`src/hw/csp_cfg.svh`:
```
// Purpose: Constants of the cell secondary protector: offsets, fields, resets, timing.
// Assumes: pclk at 20 MHz; APB byte addresses; registers one aligned word each.
// Notes: Functional notes below give the behaviour kept by the protector.
//
// Functional notes
// A detected protection condition sets its per-source fault or alert flag.
// All fault flags OR into fault summary; alert flags OR into alert summary.
// Fault summary drives fault pin, alert summary drives alert pin, no host needed.
// Summaries and pins stay latched until host clears them by register write.
// Separate delay timers for overvoltage, undervoltage, overtemperature; 100 us to 12.7 s.
// Delay code zero: flag follows live comparator, not latched.
// Writing one to a flag clears it, its pin, and restarts its timer.
// Condition still present after clear reasserts flag when restarted timer expires.
// Leaving sleep blanks all comparators about 200 us before detection resumes.
// Over/undervoltage results of cells above configured count are ignored.
// Cell above threshold past overvoltage delay sets its bit; bits OR to flag.
// Cell below threshold past undervoltage delay sets its bit; bits OR to flag.
// Host removes cause, writes one then zero to clear a latched flag.
// Overvoltage thresholds step 50 mV, comparison uses hysteresis against chatter.
// Timers see a start-up deglitch up to 50 us before counting.
// Temperature input over threshold past delay sets its alert flag and pin.
// Each temperature threshold offers eleven non-linear trip steps plus disabled.
// Two temperature thresholds are separate; the delay setting is shared.
// Temperature code zero disables; codes 1 to 11 trip 40 to 90 C.
// Host sets thermistor power bit for temperature protection of that input.
// Fault input from the next higher device asserts this device's fault pin.
// Delay timer counts while condition persists, resets if condition goes away.
`ifndef CSP_CFG_SVH
`define CSP_CFG_SVH

`define CSP_ADDR_DEV_STATUS 6'h00
`define CSP_ADDR_FAULT 6'h01
`define CSP_ADDR_ALERT 6'h02
`define CSP_ADDR_CELL_OVER 6'h03
`define CSP_ADDR_CELL_UNDER 6'h04
`define CSP_ADDR_OV_THR 6'h05
`define CSP_ADDR_UV_THR 6'h06
`define CSP_ADDR_OV_DLY 6'h07
`define CSP_ADDR_UV_DLY 6'h08
`define CSP_ADDR_TA_THR 6'h09
`define CSP_ADDR_TB_THR 6'h0A
`define CSP_ADDR_T_DLY 6'h0B
`define CSP_ADDR_FUNC 6'h0C
`define CSP_ADDR_CTRL 6'h0D

`define CSP_BIT_OV 0
`define CSP_BIT_UV 1
`define CSP_BIT_SLEEP 0
`define CSP_BIT_TPWR_A 1
`define CSP_BIT_TPWR_B 2
`define CSP_DLY_LONG_BIT 7

`define CSP_RST_OV_THR 6'h28
`define CSP_RST_UV_THR 5'h0A
`define CSP_RST_DLY 8'h0A
`define CSP_RST_T_THR 4'h0
`define CSP_RST_FUNC 4'hC
`define CSP_RST_CTRL 3'h0

`define CSP_OV_BASE_MV 16'd2000
`define CSP_OV_STEP_MV 16'd50
`define CSP_UV_BASE_MV 16'd700
`define CSP_UV_STEP_MV 16'd100
`define CSP_HYST_MV 16'd50
`define CSP_OT_CODES 4'd11

`define CSP_CLK_MHZ 20
`define CSP_TICK_US 100
`define CSP_TICK_CYC (`CSP_TICK_US * `CSP_CLK_MHZ)
`define CSP_DEGLITCH_US 50
`define CSP_DEGLITCH_CYC (`CSP_DEGLITCH_US * `CSP_CLK_MHZ)
`define CSP_SETTLE_US 200
`define CSP_SETTLE_CYC (`CSP_SETTLE_US * `CSP_CLK_MHZ)
`define CSP_LONG_TICKS 17'd1000

`endif

```
`src/hw/csp_pkg.sv`:
```
// Purpose: Types shared by the cell secondary protector.
// Assumes: Constants live in csp_cfg.svh.
// Notes: Sense values are digitised comparator inputs.
package csp_pkg;
   typedef enum logic [2:0] {
      CSP_RUN = 3'b001,
      CSP_SLEEP = 3'b010,
      CSP_SETTLE = 3'b100
   } csp_mode_e;

   typedef struct packed {
      logic [5:0][15:0] cell_mv;
      logic [1:0][15:0] temp_ratio;
   } csp_sense_s;
endpackage : csp_pkg

```
`src/hw/csp_delay_timer.sv`:
```
// Purpose: Deglitch and delay timer for one protection condition.
// Assumes: tick is a one-cycle pulse every 100 us.
// Notes: Code bit 7 selects 100 ms units, else 100 us units.
`timescale 1ns/1ps
`include "csp_cfg.svh"
module csp_delay_timer (
   input wire logic pclk, // Clock
   input wire logic presetn, // Async reset, low
   input wire logic cond, // Live condition
   input wire logic restart, // Flag clear restarts the count
   input wire logic tick, // Timebase pulse
   input wire logic [7:0] delay_code, // Programmed delay
   output logic expired // One-cycle expiry pulse
);
   logic [10:0] glitch_reg;
   logic armed_reg;
   logic done_reg;
   logic [16:0] ticks_reg;
   logic [16:0] target;

   assign target = delay_code[`CSP_DLY_LONG_BIT] ?
      17'(delay_code[6:0]) * `CSP_LONG_TICKS : 17'(delay_code[6:0]);

   always_ff @(posedge pclk or negedge presetn) begin
      if (!presetn) begin
         glitch_reg <= 11'h000;
         armed_reg <= 1'b0;
         ticks_reg <= 17'h00000;
         done_reg <= 1'b0;
         expired <= 1'b0;
      end else if (!cond || restart) begin
         glitch_reg <= 11'h000;
         armed_reg <= 1'b0;
         ticks_reg <= 17'h00000;
         done_reg <= 1'b0;
         expired <= 1'b0;
      end else if (!armed_reg) begin
         glitch_reg <= glitch_reg + 11'h001;
         armed_reg <= (glitch_reg == 11'(`CSP_DEGLITCH_CYC - 1));
         expired <= 1'b0;
      end else if (tick && !done_reg) begin
         ticks_reg <= ticks_reg + 17'h00001;
         done_reg <= (ticks_reg + 17'h00001 >= target);
         expired <= (ticks_reg + 17'h00001 >= target);
      end else begin
         expired <= 1'b0;
      end
   end
endmodule : csp_delay_timer

```
`src/hw/csp_hyst_cmp.sv`:
```
// Purpose: Comparator with hysteresis for one protection input.
// Assumes: Levels in the same unit as the value.
// Notes: Disabled comparator reads as not tripped.
`timescale 1ns/1ps
`include "csp_cfg.svh"
module csp_hyst_cmp #(
   parameter bit ABOVE = 1'b1
) (
   input wire logic pclk, // Clock
   input wire logic presetn, // Async reset, low
   input wire logic enable, // Comparator powered
   input wire logic [15:0] value, // Sensed value
   input wire logic [15:0] set_lvl, // Trip level
   input wire logic [15:0] clr_lvl, // Release level
   output logic tripped // Condition present
);
   always_ff @(posedge pclk or negedge presetn) begin
      if (!presetn) begin
         tripped <= 1'b0;
      end else if (!enable) begin
         tripped <= 1'b0;
      end else if (ABOVE) begin
         if (value > set_lvl) begin
            tripped <= 1'b1;
         end else if (value < clr_lvl) begin
            tripped <= 1'b0;
         end
      end else begin
         if (value < set_lvl) begin
            tripped <= 1'b1;
         end else if (value > clr_lvl) begin
            tripped <= 1'b0;
         end
      end
   end
endmodule : csp_hyst_cmp

```
`src/hw/csp_protector.sv`:
```
// Purpose: Secondary protector: comparators, delay timers, latched flags, pins, APB regs.
// Assumes: Sense inputs and stack fault input synchronous to pclk.
// Notes: Pins follow the status flags one cycle later.
//
// The APB register port and the placing of the registers are this design's own decisions.
`timescale 1ns/1ps
`include "csp_cfg.svh"
module csp_protector (
   input wire logic pclk, // 20 MHz clock
   input wire logic presetn, // Async reset, low
   input wire logic psel, // APB select
   input wire logic penable, // APB enable
   input wire logic pwrite, // APB write
   input wire logic [7:0] paddr, // APB byte address
   input wire logic [31:0] pwdata, // APB write data
   output logic [31:0] prdata, // APB read data
   output logic pready, // APB ready
   output logic pslverr, // APB error on unmapped address
   input wire csp_pkg::csp_sense_s sense, // Cell voltages and thermistor ratios
   input wire logic stack_fault_in, // Fault from next higher device
   output logic fault_out, // Fault pin, high active
   output logic alert_out, // Alert pin, high active
   output logic thermistor_power_a, // Thermistor A excitation
   output logic thermistor_power_b // Thermistor B excitation
);
   logic [5:0] overvoltage_threshold_cfg;
   logic [4:0] undervoltage_threshold_cfg;
   logic [7:0] overvoltage_delay_cfg;
   logic [7:0] undervoltage_delay_cfg;
   logic [1:0][3:0] temp_threshold_cfg;
   logic [7:0] temp_delay_cfg;
   logic [3:0] cell_count_field;
   logic [2:0] ctrl_reg;
   logic [5:0] per_cell_over_flags;
   logic [5:0] per_cell_under_flags;
   logic [1:0] overtemp_flags;
   logic [5:0] over_next;
   logic [5:0] under_next;
   logic [1:0] ot_next;
   logic [5:0] over_trip, under_trip, over_live, under_live, over_exp, under_exp;
   logic [1:0] ot_trip, ot_live, ot_exp;
   logic [5:0] cell_mask;
   logic [2:0] cells_used;
   logic [15:0] ov_set, ov_clr, uv_set, uv_clr;
   logic [1:0][15:0] ot_set, ot_clr;
   logic [1:0][31:0] ot_pair;
   logic [1:0] temp_power;
   logic cmp_enable;
   logic [10:0] tb_reg;
   logic tick_reg;
   csp_pkg::csp_mode_e mode_reg;
   logic [11:0] settle_reg;
   logic wr_en, access;
   logic [5:0] idx;
   logic clr_ov, clr_uv;
   logic [1:0] clr_ot;
   logic fault_sum, alert_sum;
   logic [31:0] rd_next;
   logic rd_err;

   // Ratios in 1/10000 of the excitation voltage
   function automatic logic [31:0] ot_levels(input logic [3:0] code);
      case (code)
         4'h1: ot_levels = {16'd2000, 16'd1766};
         4'h2: ot_levels = {16'd2244, 16'd2000};
         4'h3: ot_levels = {16'd2488, 16'd2270};
         4'h4: ot_levels = {16'd2712, 16'd2498};
         4'h5: ot_levels = {16'd2956, 16'd2750};
         4'h6: ot_levels = {16'd3156, 16'd2956};
         4'h7: ot_levels = {16'd3356, 16'd3162};
         4'h8: ot_levels = {16'd3556, 16'd3368};
         4'h9: ot_levels = {16'd3712, 16'd3528};
         4'hA: ot_levels = {16'd3866, 16'd3688};
         4'hB: ot_levels = {16'd4000, 16'd3824};
         default: ot_levels = {16'hFFFF, 16'hFFFF};
      endcase
   endfunction : ot_levels

   // Free timebase shared by all timers
   always_ff @(posedge pclk or negedge presetn) begin
      if (!presetn) begin
         tb_reg <= 11'h000;
         tick_reg <= 1'b0;
      end else begin
         tick_reg <= (tb_reg == 11'(`CSP_TICK_CYC - 1));
         tb_reg <= (tb_reg == 11'(`CSP_TICK_CYC - 1)) ? 11'h000 : tb_reg + 11'h001;
      end
   end

   // Sleep and post-sleep blanking
   always_ff @(posedge pclk or negedge presetn) begin
      if (!presetn) begin
         mode_reg <= csp_pkg::CSP_RUN;
         settle_reg <= 12'h000;
      end else begin
         case (mode_reg)
            csp_pkg::CSP_RUN: begin
               if (ctrl_reg[`CSP_BIT_SLEEP]) begin
                  mode_reg <= csp_pkg::CSP_SLEEP;
               end
            end
            csp_pkg::CSP_SLEEP: begin
               settle_reg <= 12'h000;
               if (!ctrl_reg[`CSP_BIT_SLEEP]) begin
                  mode_reg <= csp_pkg::CSP_SETTLE;
               end
            end
            csp_pkg::CSP_SETTLE: begin
               settle_reg <= settle_reg + 12'h001;
               if (ctrl_reg[`CSP_BIT_SLEEP]) begin
                  mode_reg <= csp_pkg::CSP_SLEEP;
               end else if (settle_reg == 12'(`CSP_SETTLE_CYC - 1)) begin
                  mode_reg <= csp_pkg::CSP_RUN;
               end
            end
            default: mode_reg <= csp_pkg::CSP_RUN;
         endcase
      end
   end

   assign cmp_enable = (mode_reg == csp_pkg::CSP_RUN);

   // Levels; a zero-code sits at the base to keep arithmetic in range
   assign ov_set = `CSP_OV_BASE_MV + 16'(overvoltage_threshold_cfg) * `CSP_OV_STEP_MV;
   assign ov_clr = ov_set - `CSP_HYST_MV;
   assign uv_set = `CSP_UV_BASE_MV + 16'(undervoltage_threshold_cfg) * `CSP_UV_STEP_MV;
   assign uv_clr = uv_set + `CSP_HYST_MV;
   assign cells_used = (cell_count_field[3:1] == 3'h0 || cell_count_field[3:1] > 3'h6) ?
      3'h6 : cell_count_field[3:1];
   assign temp_power = {ctrl_reg[`CSP_BIT_TPWR_B], ctrl_reg[`CSP_BIT_TPWR_A]};

   genvar gi;
   generate
      for (gi = 0; gi < 6; gi++) begin : g_cell
         assign cell_mask[gi] = (3'(gi) < cells_used);
         csp_hyst_cmp #(.ABOVE(1'b1)) u_ov_cmp (
            .pclk(pclk), .presetn(presetn), .enable(cmp_enable && cell_mask[gi]),
            .value(sense.cell_mv[gi]), .set_lvl(ov_set), .clr_lvl(ov_clr),
            .tripped(over_trip[gi]));
         csp_hyst_cmp #(.ABOVE(1'b0)) u_uv_cmp (
            .pclk(pclk), .presetn(presetn), .enable(cmp_enable && cell_mask[gi]),
            .value(sense.cell_mv[gi]), .set_lvl(uv_set), .clr_lvl(uv_clr),
            .tripped(under_trip[gi]));
         csp_delay_timer u_ov_tmr (
            .pclk(pclk), .presetn(presetn), .cond(over_live[gi]), .restart(clr_ov),
            .tick(tick_reg), .delay_code(overvoltage_delay_cfg), .expired(over_exp[gi]));
         csp_delay_timer u_uv_tmr (
            .pclk(pclk), .presetn(presetn), .cond(under_live[gi]), .restart(clr_uv),
            .tick(tick_reg), .delay_code(undervoltage_delay_cfg), .expired(under_exp[gi]));
      end
      for (gi = 0; gi < 2; gi++) begin : g_temp
         assign ot_pair[gi] = ot_levels(temp_threshold_cfg[gi]);
         assign ot_set[gi] = ot_pair[gi][31:16];
         assign ot_clr[gi] = ot_pair[gi][15:0];
         csp_hyst_cmp #(.ABOVE(1'b1)) u_ot_cmp (
            .pclk(pclk), .presetn(presetn),
            .enable(cmp_enable && temp_power[gi] && temp_threshold_cfg[gi] != 4'h0 &&
                    temp_threshold_cfg[gi] <= `CSP_OT_CODES),
            .value(sense.temp_ratio[gi]), .set_lvl(ot_set[gi]), .clr_lvl(ot_clr[gi]),
            .tripped(ot_trip[gi]));
         // Both inputs share one delay code
         csp_delay_timer u_ot_tmr (
            .pclk(pclk), .presetn(presetn), .cond(ot_live[gi]), .restart(clr_ot[gi]),
            .tick(tick_reg), .delay_code(temp_delay_cfg), .expired(ot_exp[gi]));
      end
   endgenerate

   // Comparator state is dropped at once when blanked or masked
   assign over_live = over_trip & cell_mask & {6{cmp_enable}};
   assign under_live = under_trip & cell_mask & {6{cmp_enable}};
   assign ot_live = ot_trip & {2{cmp_enable}};

   // APB handshake: setup cycle loads the answer, access cycle completes
   assign access = psel && penable && pready;
   assign wr_en = access && pwrite && !pslverr;
   assign idx = paddr[7:2];
   assign clr_ov = wr_en && idx == `CSP_ADDR_FAULT && pwdata[`CSP_BIT_OV];
   assign clr_uv = wr_en && idx == `CSP_ADDR_FAULT && pwdata[`CSP_BIT_UV];
   assign clr_ot = (wr_en && idx == `CSP_ADDR_ALERT) ? pwdata[1:0] : 2'b00;

   // Set beats clear; a zero delay makes the flag follow the comparator
   always_comb begin
      over_next = (per_cell_over_flags & ~{6{clr_ov}}) | over_exp;
      under_next = (per_cell_under_flags & ~{6{clr_uv}}) | under_exp;
      ot_next = (overtemp_flags & ~clr_ot) | ot_exp;
      if (overvoltage_delay_cfg == 8'h00) begin
         over_next = over_live;
      end
      if (undervoltage_delay_cfg == 8'h00) begin
         under_next = under_live;
      end
      if (temp_delay_cfg == 8'h00) begin
         ot_next = ot_live;
      end
   end

   always_ff @(posedge pclk or negedge presetn) begin
      if (!presetn) begin
         per_cell_over_flags <= 6'h00;
         per_cell_under_flags <= 6'h00;
         overtemp_flags <= 2'h0;
      end else begin
         per_cell_over_flags <= over_next;
         per_cell_under_flags <= under_next;
         overtemp_flags <= ot_next;
      end
   end

   assign fault_sum = |per_cell_over_flags || |per_cell_under_flags;
   assign alert_sum = |overtemp_flags;

   // Stack fault is not latched here; the higher device latches its own
   always_ff @(posedge pclk or negedge presetn) begin
      if (!presetn) begin
         fault_out <= 1'b0;
         alert_out <= 1'b0;
      end else begin
         fault_out <= fault_sum || stack_fault_in;
         alert_out <= alert_sum;
      end
   end

   always_ff @(posedge pclk or negedge presetn) begin
      if (!presetn) begin
         overvoltage_threshold_cfg <= `CSP_RST_OV_THR;
         undervoltage_threshold_cfg <= `CSP_RST_UV_THR;
         overvoltage_delay_cfg <= `CSP_RST_DLY;
         undervoltage_delay_cfg <= `CSP_RST_DLY;
         temp_threshold_cfg <= {`CSP_RST_T_THR, `CSP_RST_T_THR};
         temp_delay_cfg <= `CSP_RST_DLY;
         cell_count_field <= `CSP_RST_FUNC;
         ctrl_reg <= `CSP_RST_CTRL;
      end else if (wr_en) begin
         case (idx)
            `CSP_ADDR_OV_THR: overvoltage_threshold_cfg <= pwdata[5:0];
            `CSP_ADDR_UV_THR: undervoltage_threshold_cfg <= pwdata[4:0];
            `CSP_ADDR_OV_DLY: overvoltage_delay_cfg <= pwdata[7:0];
            `CSP_ADDR_UV_DLY: undervoltage_delay_cfg <= pwdata[7:0];
            `CSP_ADDR_TA_THR: temp_threshold_cfg[0] <= pwdata[3:0];
            `CSP_ADDR_TB_THR: temp_threshold_cfg[1] <= pwdata[3:0];
            `CSP_ADDR_T_DLY: temp_delay_cfg <= pwdata[7:0];
            `CSP_ADDR_FUNC: cell_count_field <= pwdata[3:0];
            `CSP_ADDR_CTRL: ctrl_reg <= pwdata[2:0];
            default: ctrl_reg <= ctrl_reg;
         endcase
      end
   end

   always_comb begin
      rd_next = 32'h0000_0000;
      rd_err = 1'b0;
      case (idx)
         `CSP_ADDR_DEV_STATUS: rd_next = {29'h0, mode_reg != csp_pkg::CSP_RUN,
                                          alert_sum, fault_sum};
         `CSP_ADDR_FAULT: rd_next = {30'h0, |per_cell_under_flags, |per_cell_over_flags};
         `CSP_ADDR_ALERT: rd_next = {30'h0, overtemp_flags};
         `CSP_ADDR_CELL_OVER: rd_next = {26'h0, per_cell_over_flags};
         `CSP_ADDR_CELL_UNDER: rd_next = {26'h0, per_cell_under_flags};
         `CSP_ADDR_OV_THR: rd_next = {26'h0, overvoltage_threshold_cfg};
         `CSP_ADDR_UV_THR: rd_next = {27'h0, undervoltage_threshold_cfg};
         `CSP_ADDR_OV_DLY: rd_next = {24'h0, overvoltage_delay_cfg};
         `CSP_ADDR_UV_DLY: rd_next = {24'h0, undervoltage_delay_cfg};
         `CSP_ADDR_TA_THR: rd_next = {28'h0, temp_threshold_cfg[0]};
         `CSP_ADDR_TB_THR: rd_next = {28'h0, temp_threshold_cfg[1]};
         `CSP_ADDR_T_DLY: rd_next = {24'h0, temp_delay_cfg};
         `CSP_ADDR_FUNC: rd_next = {28'h0, cell_count_field};
         `CSP_ADDR_CTRL: rd_next = {29'h0, ctrl_reg};
         default: rd_err = 1'b1;
      endcase
   end

   always_ff @(posedge pclk or negedge presetn) begin
      if (!presetn) begin
         pready <= 1'b0;
         pslverr <= 1'b0;
         prdata <= 32'h0000_0000;
      end else if (psel && !penable) begin
         pready <= 1'b1;
         pslverr <= rd_err;
         prdata <= pwrite ? 32'h0000_0000 : rd_next;
      end else begin
         pready <= 1'b0;
         pslverr <= 1'b0;
         prdata <= 32'h0000_0000;
      end
   end

   always_ff @(posedge pclk or negedge presetn) begin
      if (!presetn) begin
         thermistor_power_a <= 1'b0;
         thermistor_power_b <= 1'b0;
      end else begin
         thermistor_power_a <= ctrl_reg[`CSP_BIT_TPWR_A];
         thermistor_power_b <= ctrl_reg[`CSP_BIT_TPWR_B];
      end
   end
endmodule : csp_protector

```
`config.mk`:
```
export PLATFORM = sky130hd
export DESIGN_NAME = csp_protector
export DESIGN_NICKNAME = d
export VERILOG_FILES = /design/src/hw/csp_pkg.sv /design/src/hw/csp_delay_timer.sv /design/src/hw/csp_hyst_cmp.sv /design/src/hw/csp_protector.sv
export VERILOG_INCLUDE_DIRS = /design/src /design/src/hw
export SDC_FILE = /design/constraint.sdc
export NUM_CORES = 2
export LEC_CHECK = 0
export ABC_CLOCK_PERIOD_IN_PS = 7250
export BUFFER_PORTS_ARGS = -buffer_cell sky130_fd_sc_hd__buf_2
export CORE_MARGIN = 5
export CORE_UTILIZATION = 50
export DETAILED_ROUTE_END_ITERATION = 10
export HOLD_SLACK_MARGIN = 0.1
export PLACE_DENSITY = 0.67
export SLEW_MARGIN = 20
export SYNTH_ARGS = -nofsm -noshare
export SYNTH_HDL_FRONTEND = slang
export SYNTH_SLANG_ARGS = --single-unit
```
`constraint.sdc`:
```
create_clock -name pclk -period 7.25 [get_ports pclk]
set_input_delay 1.45 -clock pclk [delete_from_list [all_inputs] [get_ports pclk]]
set_output_delay 1.45 -clock pclk [all_outputs]
set_load 0.05 [all_outputs]
```
# After elaboration in Yosys (flattened, before gate mapping)
# Memories as Yosys holds them, arrays and structs flattened.
# Index checks and enable logic that the tools add are counted.
# word_totals
rom_bits,1024
n_memories,2
reg_bits,577
in_bits,174
output_inout_bits,38
elab_cells,668
# memory_table
name,depth,width,rd,rd_ports_with_merged_regs,write_ports,line,text
(name not given),16,32,1,0,0,csp_protector.sv:63,case (code)
(name not given),16,32,1,0,0,csp_protector.sv:63,
# classes
mux,245
addsub,34
n_mul,5
eq_ne,64
bitwise_logic,14
n_lt_le_gt_ge,51
n_reduce_logical,146
# op_table
cell,count
$mux 17,45
$mux 11,29
$add 17x1->17 const B,14
$ge 17x17->1,14
$add 11x1->11 const B,15
$mux 1,157
$eq 11x10->1 const B,14
$lt 16x16->1,8
$pmux 8 s14,1
$gt 16x13->1,6
$gt 16x14->1,6
$lt 16x13->1,6
$mux 32,2
$reduce_bool 2->1,29
$reduce_and 2->1,23
$mul 7x7->14 const B,3
$and 6x6->6,6
$eq 6x4->1 const B,6
$logic_and 1x1->1,35
$gt 16x16->1,2
$ne 2x2->1 const B,16
$logic_not 1->1,30
$ne 3x3->1 const B,9
$eq 6x3->1 const B,4
39 further kinds,79

# Logic depth before layout (Yosys ltp)
# depth
ltp_word,10
mapped_depth,26
ltp_nobuf,26

# Cells and area by module
# Synthesis repeated with hierarchy kept, for this count alone.
# unflattened
hier_cells,7542
area_unflattened_um2,66107.2
# modules_own_cells
mod,cells_per_inst,area_per_inst_um2,instances,seq_area_each_um2
csp_delay_timer (g_cell[1].u_uv_tmr ...),364,3331.9,7,775.7
csp_protector,847,7757.4,1,2643.8
csp_delay_timer (g_cell[0].u_ov_tmr ...),369,3389.5,2,775.7
csp_hyst_cmp (g_cell[0].u_ov_cmp ...),109,805.8,8,25.0
csp_hyst_cmp (g_cell[0].u_uv_cmp ...),115,818.3,6,25.0
csp_delay_timer (g_cell[5].u_ov_tmr),372,3405.8,1,775.7
csp_delay_timer (g_cell[1].u_ov_tmr),376,3383.2,1,775.7
csp_delay_timer (g_cell[4].u_uv_tmr),367,3383.2,1,775.7
csp_delay_timer (g_cell[3].u_uv_tmr),372,3375.7,1,775.7
csp_delay_timer (g_cell[4].u_ov_tmr),360,3343.2,1,775.7

# Worst setup path after synthesis
# Ideal clock, no wire load.
# synth_timing
path_type,register -> register
from,register undervoltage_delay_cfg[1]
to,register g_cell[3].u_uv_tmr.done_reg
path_stages_with_launch,25
n_path_buf,0
t_arrival_ns,5.845
setup_slack_ns,1.275
synth_period_minus_slack_ns,5.975
required_ns,7.121
setup_ns,0.129
cell_sequence,dfstp_2 -> fa_1 -> fa_1 -> inv_1 -> fa_1 -> fa_1 -> inv_1 -> ha_1 -> o21ai_0 -> a21boi_0 -> o21ai_0 -> a21oi_1 -> o21ai_0 -> a21o_1 -> and3_1 -> o21ai_0 -> ha_1 -> nand4_1 -> nor2_1 -> o31a_1 -> o21a_1 -> o21ai_0 -> a21oi_1 -> o31a_1 -> o21bai_1
# synth_between
elab_chain_cells,6
# synth_rtl
element,line,text
start: declaration,csp_protector.sv:29,logic [7:0] undervoltage_delay_cfg;
start signal: assignment,csp_protector.sv:228,undervoltage_delay_cfg <= `CSP_RST_DLY;
start signal: assignment,csp_protector.sv:238,`CSP_ADDR_UV_DLY: undervoltage_delay_cfg <= pwdata[7:0];
$mul 7x7->14 (no source line),--,
$mux 17 *,csp_delay_timer.sv:21,assign target = delay_code[`CSP_DLY_LONG_BIT] ?
$ge 17x17->1 *,csp_delay_timer.sv:43,done_reg <= (ticks_reg + 17'h00001 >= target);
$mux 1 *,csp_delay_timer.sv:41,end else if (tick && !done_reg) begin
$mux 1 *,csp_delay_timer.sv:37,end else if (!armed_reg) begin
$mux 1 *,csp_delay_timer.sv:31,end else if (!cond || restart) begin
end signal: assignment,csp_delay_timer.sv:43,
end: declaration,csp_delay_timer.sv:17,logic done_reg;
# Every way passes the cells marked *; elsewhere a longest branch is shown, timed or not. The select of a mux whose other input is x is not followed.
# A chain may end at the register's enable or synchronous reset.

# Worst setup path in the final report
# layout_timing
from,register overvoltage_threshold_cfg[2]
to,register g_cell[4].u_ov_cmp.tripped
# layout_between
elab_chain_cells,5
word_cells_on_any_way,8
classes_between,2 x add/sub; 1 x mul; 2 x order compare; 1 x eq/ne; 2 x mux
# layout_rtl
element,line,text
start: declaration,csp_protector.sv:26,logic [5:0] overvoltage_threshold_cfg;
start signal: assignment,csp_protector.sv:225,overvoltage_threshold_cfg <= `CSP_RST_OV_THR;
start signal: assignment,csp_protector.sv:235,`CSP_ADDR_OV_THR: overvoltage_threshold_cfg <= pwdata[5:0];
$mul 6x5->11 (no source line) *,--,
$add 11x12->13 (no source line) *,--,
$sub 13x6->14 (no source line) or $gt 16x13->1 (tied branches),--,
$lt 16x16->1 or $mux 1 (tied branches),"csp_hyst_cmp.sv:25, csp_hyst_cmp.sv:23",
$ne 3x3->1 (no source line) or $mux 1 (tied branches),--,
end signal: assignment,csp_hyst_cmp.sv:24,tripped <= 1'b1;
end signal: assignment,csp_hyst_cmp.sv:26,tripped <= 1'b0;
end signal: assignment,csp_hyst_cmp.sv:30,tripped <= 1'b1;
end: declaration,csp_hyst_cmp.sv:15,output logic tripped
# Every way passes the cells marked *; elsewhere a longest branch is shown, timed or not.

==> reports/results.ini <==
[power]
p_sw_w = 0.00222
switching_share_pct = 28.2
combPwrFrac_pct = 14.4
p_seq_share_pct = 42.5
ir_drop_v = 0.000124
pwr_density_cell_nw_per_um2 = 153
leakagePower_nw = 25.7
p_int_w = 0.00564
power.clock.fraction_pct = 43.1

[detailed_routing]
wl_met1_um = 56500
drcViolationCount = 0
wl_met2_um = 52500
top_layer_used = met4
final_antenna_net_count = 0
via_count = 37100
wl_per_cell_um = 18.3
drt_pass1_iterations = 6
routed_wl_um = 121000
met3_length_um = 7450
vias_per_cell = 5.62
drtIter0Drc = 2492

[synth]
ys_ff_latch = 553
yosysUniqueCellTypes = 88
synth_area_leader_cell = dfrtp_1
synth.most_common_cell = ha_1
synth.area.top_cells = dfrtp_1 29%, ha_1 21%, xor2_1 7.2%
synth_top_area_share_pct = 29.0
netlist_instances = 5089
yosysWarnings = 0
synth_ff_type = dfrtp_1
ys_async_sr_fraction_pct = 100
synth_edf_count = 0
ys_seq_area_share_pct = 29.7
synth_commonest_cells = 775 x ha_1, 621 x nor2_1, 540 x dfrtp_1, 418 x nand2_1, 381 x xor2_1
syn_area_per_cell_um2 = 9.16
netlist_area_um2 = 46600

[global_route]
grt_pass1_vias = 36600
grt_pass1_wl_um = 194000
antenna_found_initial = 8
grt_max_degree = 157
grt_overflow = 0
track_usage_pct = 24.2

[floorplanning]
die_h_um = 315
fp.coreArea_um2 = 92900
start_util_pct = 50.2
ios = 212
die_area_um2 = 99500
placementRows = 112
die_w_um = 315

[clock_network]
clk_latency_ps = 630
path_clk_slew_ps = 60
cts-buffers-inserted = 66
htreeDepth = 3
clockRootBuffer = clkbuf_16
hold_buffers = 0
cts_setup_buffers = 0
numClockSinks = 553
clockBufferDepth = 3
cts_resized = 0
cts_tree = yes

[timing]
finalSetupViolCount = 0
rsz0062_at_grt = no
worst_pin_slew_ps = 1220
whs_ps = 482
hold_viol_final = 0
relSlewSlack_pct = 18.6
maxSlewViolCount = 0
fin_tns_setup_ps = 0
clock.fmax_ghz = 0.154
fin_skew_ps = 20.8
period_share_pct = 89.7
post-route-min-period_ps = 6510

[hold_path]
holdCritPathClass = reg -> reg

[critical_path]
worstSetupPathType = reg -> reg
worstSetupStartpointType = flop
endpoint_kind = flop
path_max_fanout = 9
cp.arrival_ps = 7000
cp.required_ps = 7750

[flow_run]
cap_violations = 0

[final_layout]
fill_cells = 8437
final-seq-area_um2 = 13900
syn2layout_area_growth_pct = 10.1
multi_input_area_um2 = 31600
finalNetCount = 6291
drive_above_1_share_pct = 8.77

[place]
place_hpwl_um = 87900
gp_congestion = 0.906
io_buffers = 161

[status]
outcome = finished clean

[worst max-delay path, stage by stage, from the launching register on]
cell	delay, ps
dfrtp_1	500
inv_1	490
ha_1	350
ha_1	290
ha_1	300
inv_1	60
fa_1	470
nand2b_2	230
a21oi_2	170
xor2_2	430
xnor2_1	180
buf_4	220
nand3_1	100
xnor2_1	840
ha_1	400
and4_1	170
a21oi_1	160
o211ai_1	130
maj3_2	340
a2111oi_2	360
a211o_1	140
o21ai_1	60
[cells in the final DEF (no fill, tap or decap), types with 101 or more instances in the layout]
cell type  instances
xor2_1           381
a21o_1           101
ha_1             775
xnor2_1          242
a21oi_1          212
nor2_1           620
inv_1            202
buf_2            161
o21ai_0          184
dfrtp_1          540
nand3_1          188
nand2_1          418
and3_1           138
[final timing paths]
kind | slack, ps | cells after the start | start | to
setup / recovery | 740 | 21 | overvoltage_threshold_cfg[2] | g_cell[4].u_ov_cmp.tripped
hold / removal | 480 | 1 | tb_reg[5] | tb_reg[5]
setup reg to reg | 740 | 21 | overvoltage_threshold_cfg[2] | g_cell[4].u_ov_cmp.tripped
hold reg to reg | 480 | 1 | tb_reg[5] | tb_reg[5]
max in group asynchronous | 4890 | 2 | presetn | g_cell[0].u_ov_tmr.ticks_reg[7]
min in group asynchronous | 910 | 1 | presetn | tb_reg[4]
[logic make-up after synthesis]
| kind of cell | synth area share [%] |
|---|---|
| other | 0.0161 |
| buffers and inverters | 3.00 |
| muxes | 1.97 |
| adders and majority gates | 23.5 |
| xor gates and xnor gates | 12.0 |
| DFF | 29.7 |
| and+or+nand+nor | 18.5 |
| AOI/OAI and AO/OA | 11.3 |
[metrics by stage]
stage / instance area (µm²) / setup slack [ps] / util, % / power [W] / instances
2_1_floorplan: 46800 / 1280 / - / 0.00412 / 5135
3_3_place_gp: 49100 / 1010 / 52.8 / 0.00448 / 6471
3_5_place_dp: 49100 / 915 / 52.8 / 0.00452 / 6472
4_1_cts: 51300 / 857 / 55.2 / 0.00795 / 6592
5_1_grt: 51300 / 446 / 55.2 / 0.00825 / 6599
6_report: 51300 / 744 / 55.2 / 0.00786 / 6599
[routing by layer]
metal,track usage (%),vias up
met2,38.0,927
li1,-,18200
met5,0,-
met1,33.8,17800
met4,8.86,0
met3,3.85,205
[area by class of cell]
class / count / area share (%)
clock inverter: 20 / 0.334
clock buffer: 100 / 3.96
inverter: 202 / 1.48
sequential: 553 / 27.0
tap: 1254 / 3.06
multi-input combinational: 4237 / 61.5
antenna: 7 / 0.0341
timing repair buffer: 226 / 2.61
[power by group through the flow]
| stage | combinational (W) | clock (W) | sequential (W) |
|---|---|---|---|
| finish | 0.00113 | 0.00339 | 0.00334 |
| global route | 0.00129 | 0.00360 | 0.00335 |
| CTS | 0.00114 | 0.00348 | 0.00334 |
| detailed placement | 0.00113 | 0 | 0.00339 |
| global placement | 0.00110 | 0 | 0.00338 |
| floorplan | 0.000760 | 0 | 0.00336 |
Note: power is estimated with default switching activity, not from simulation.
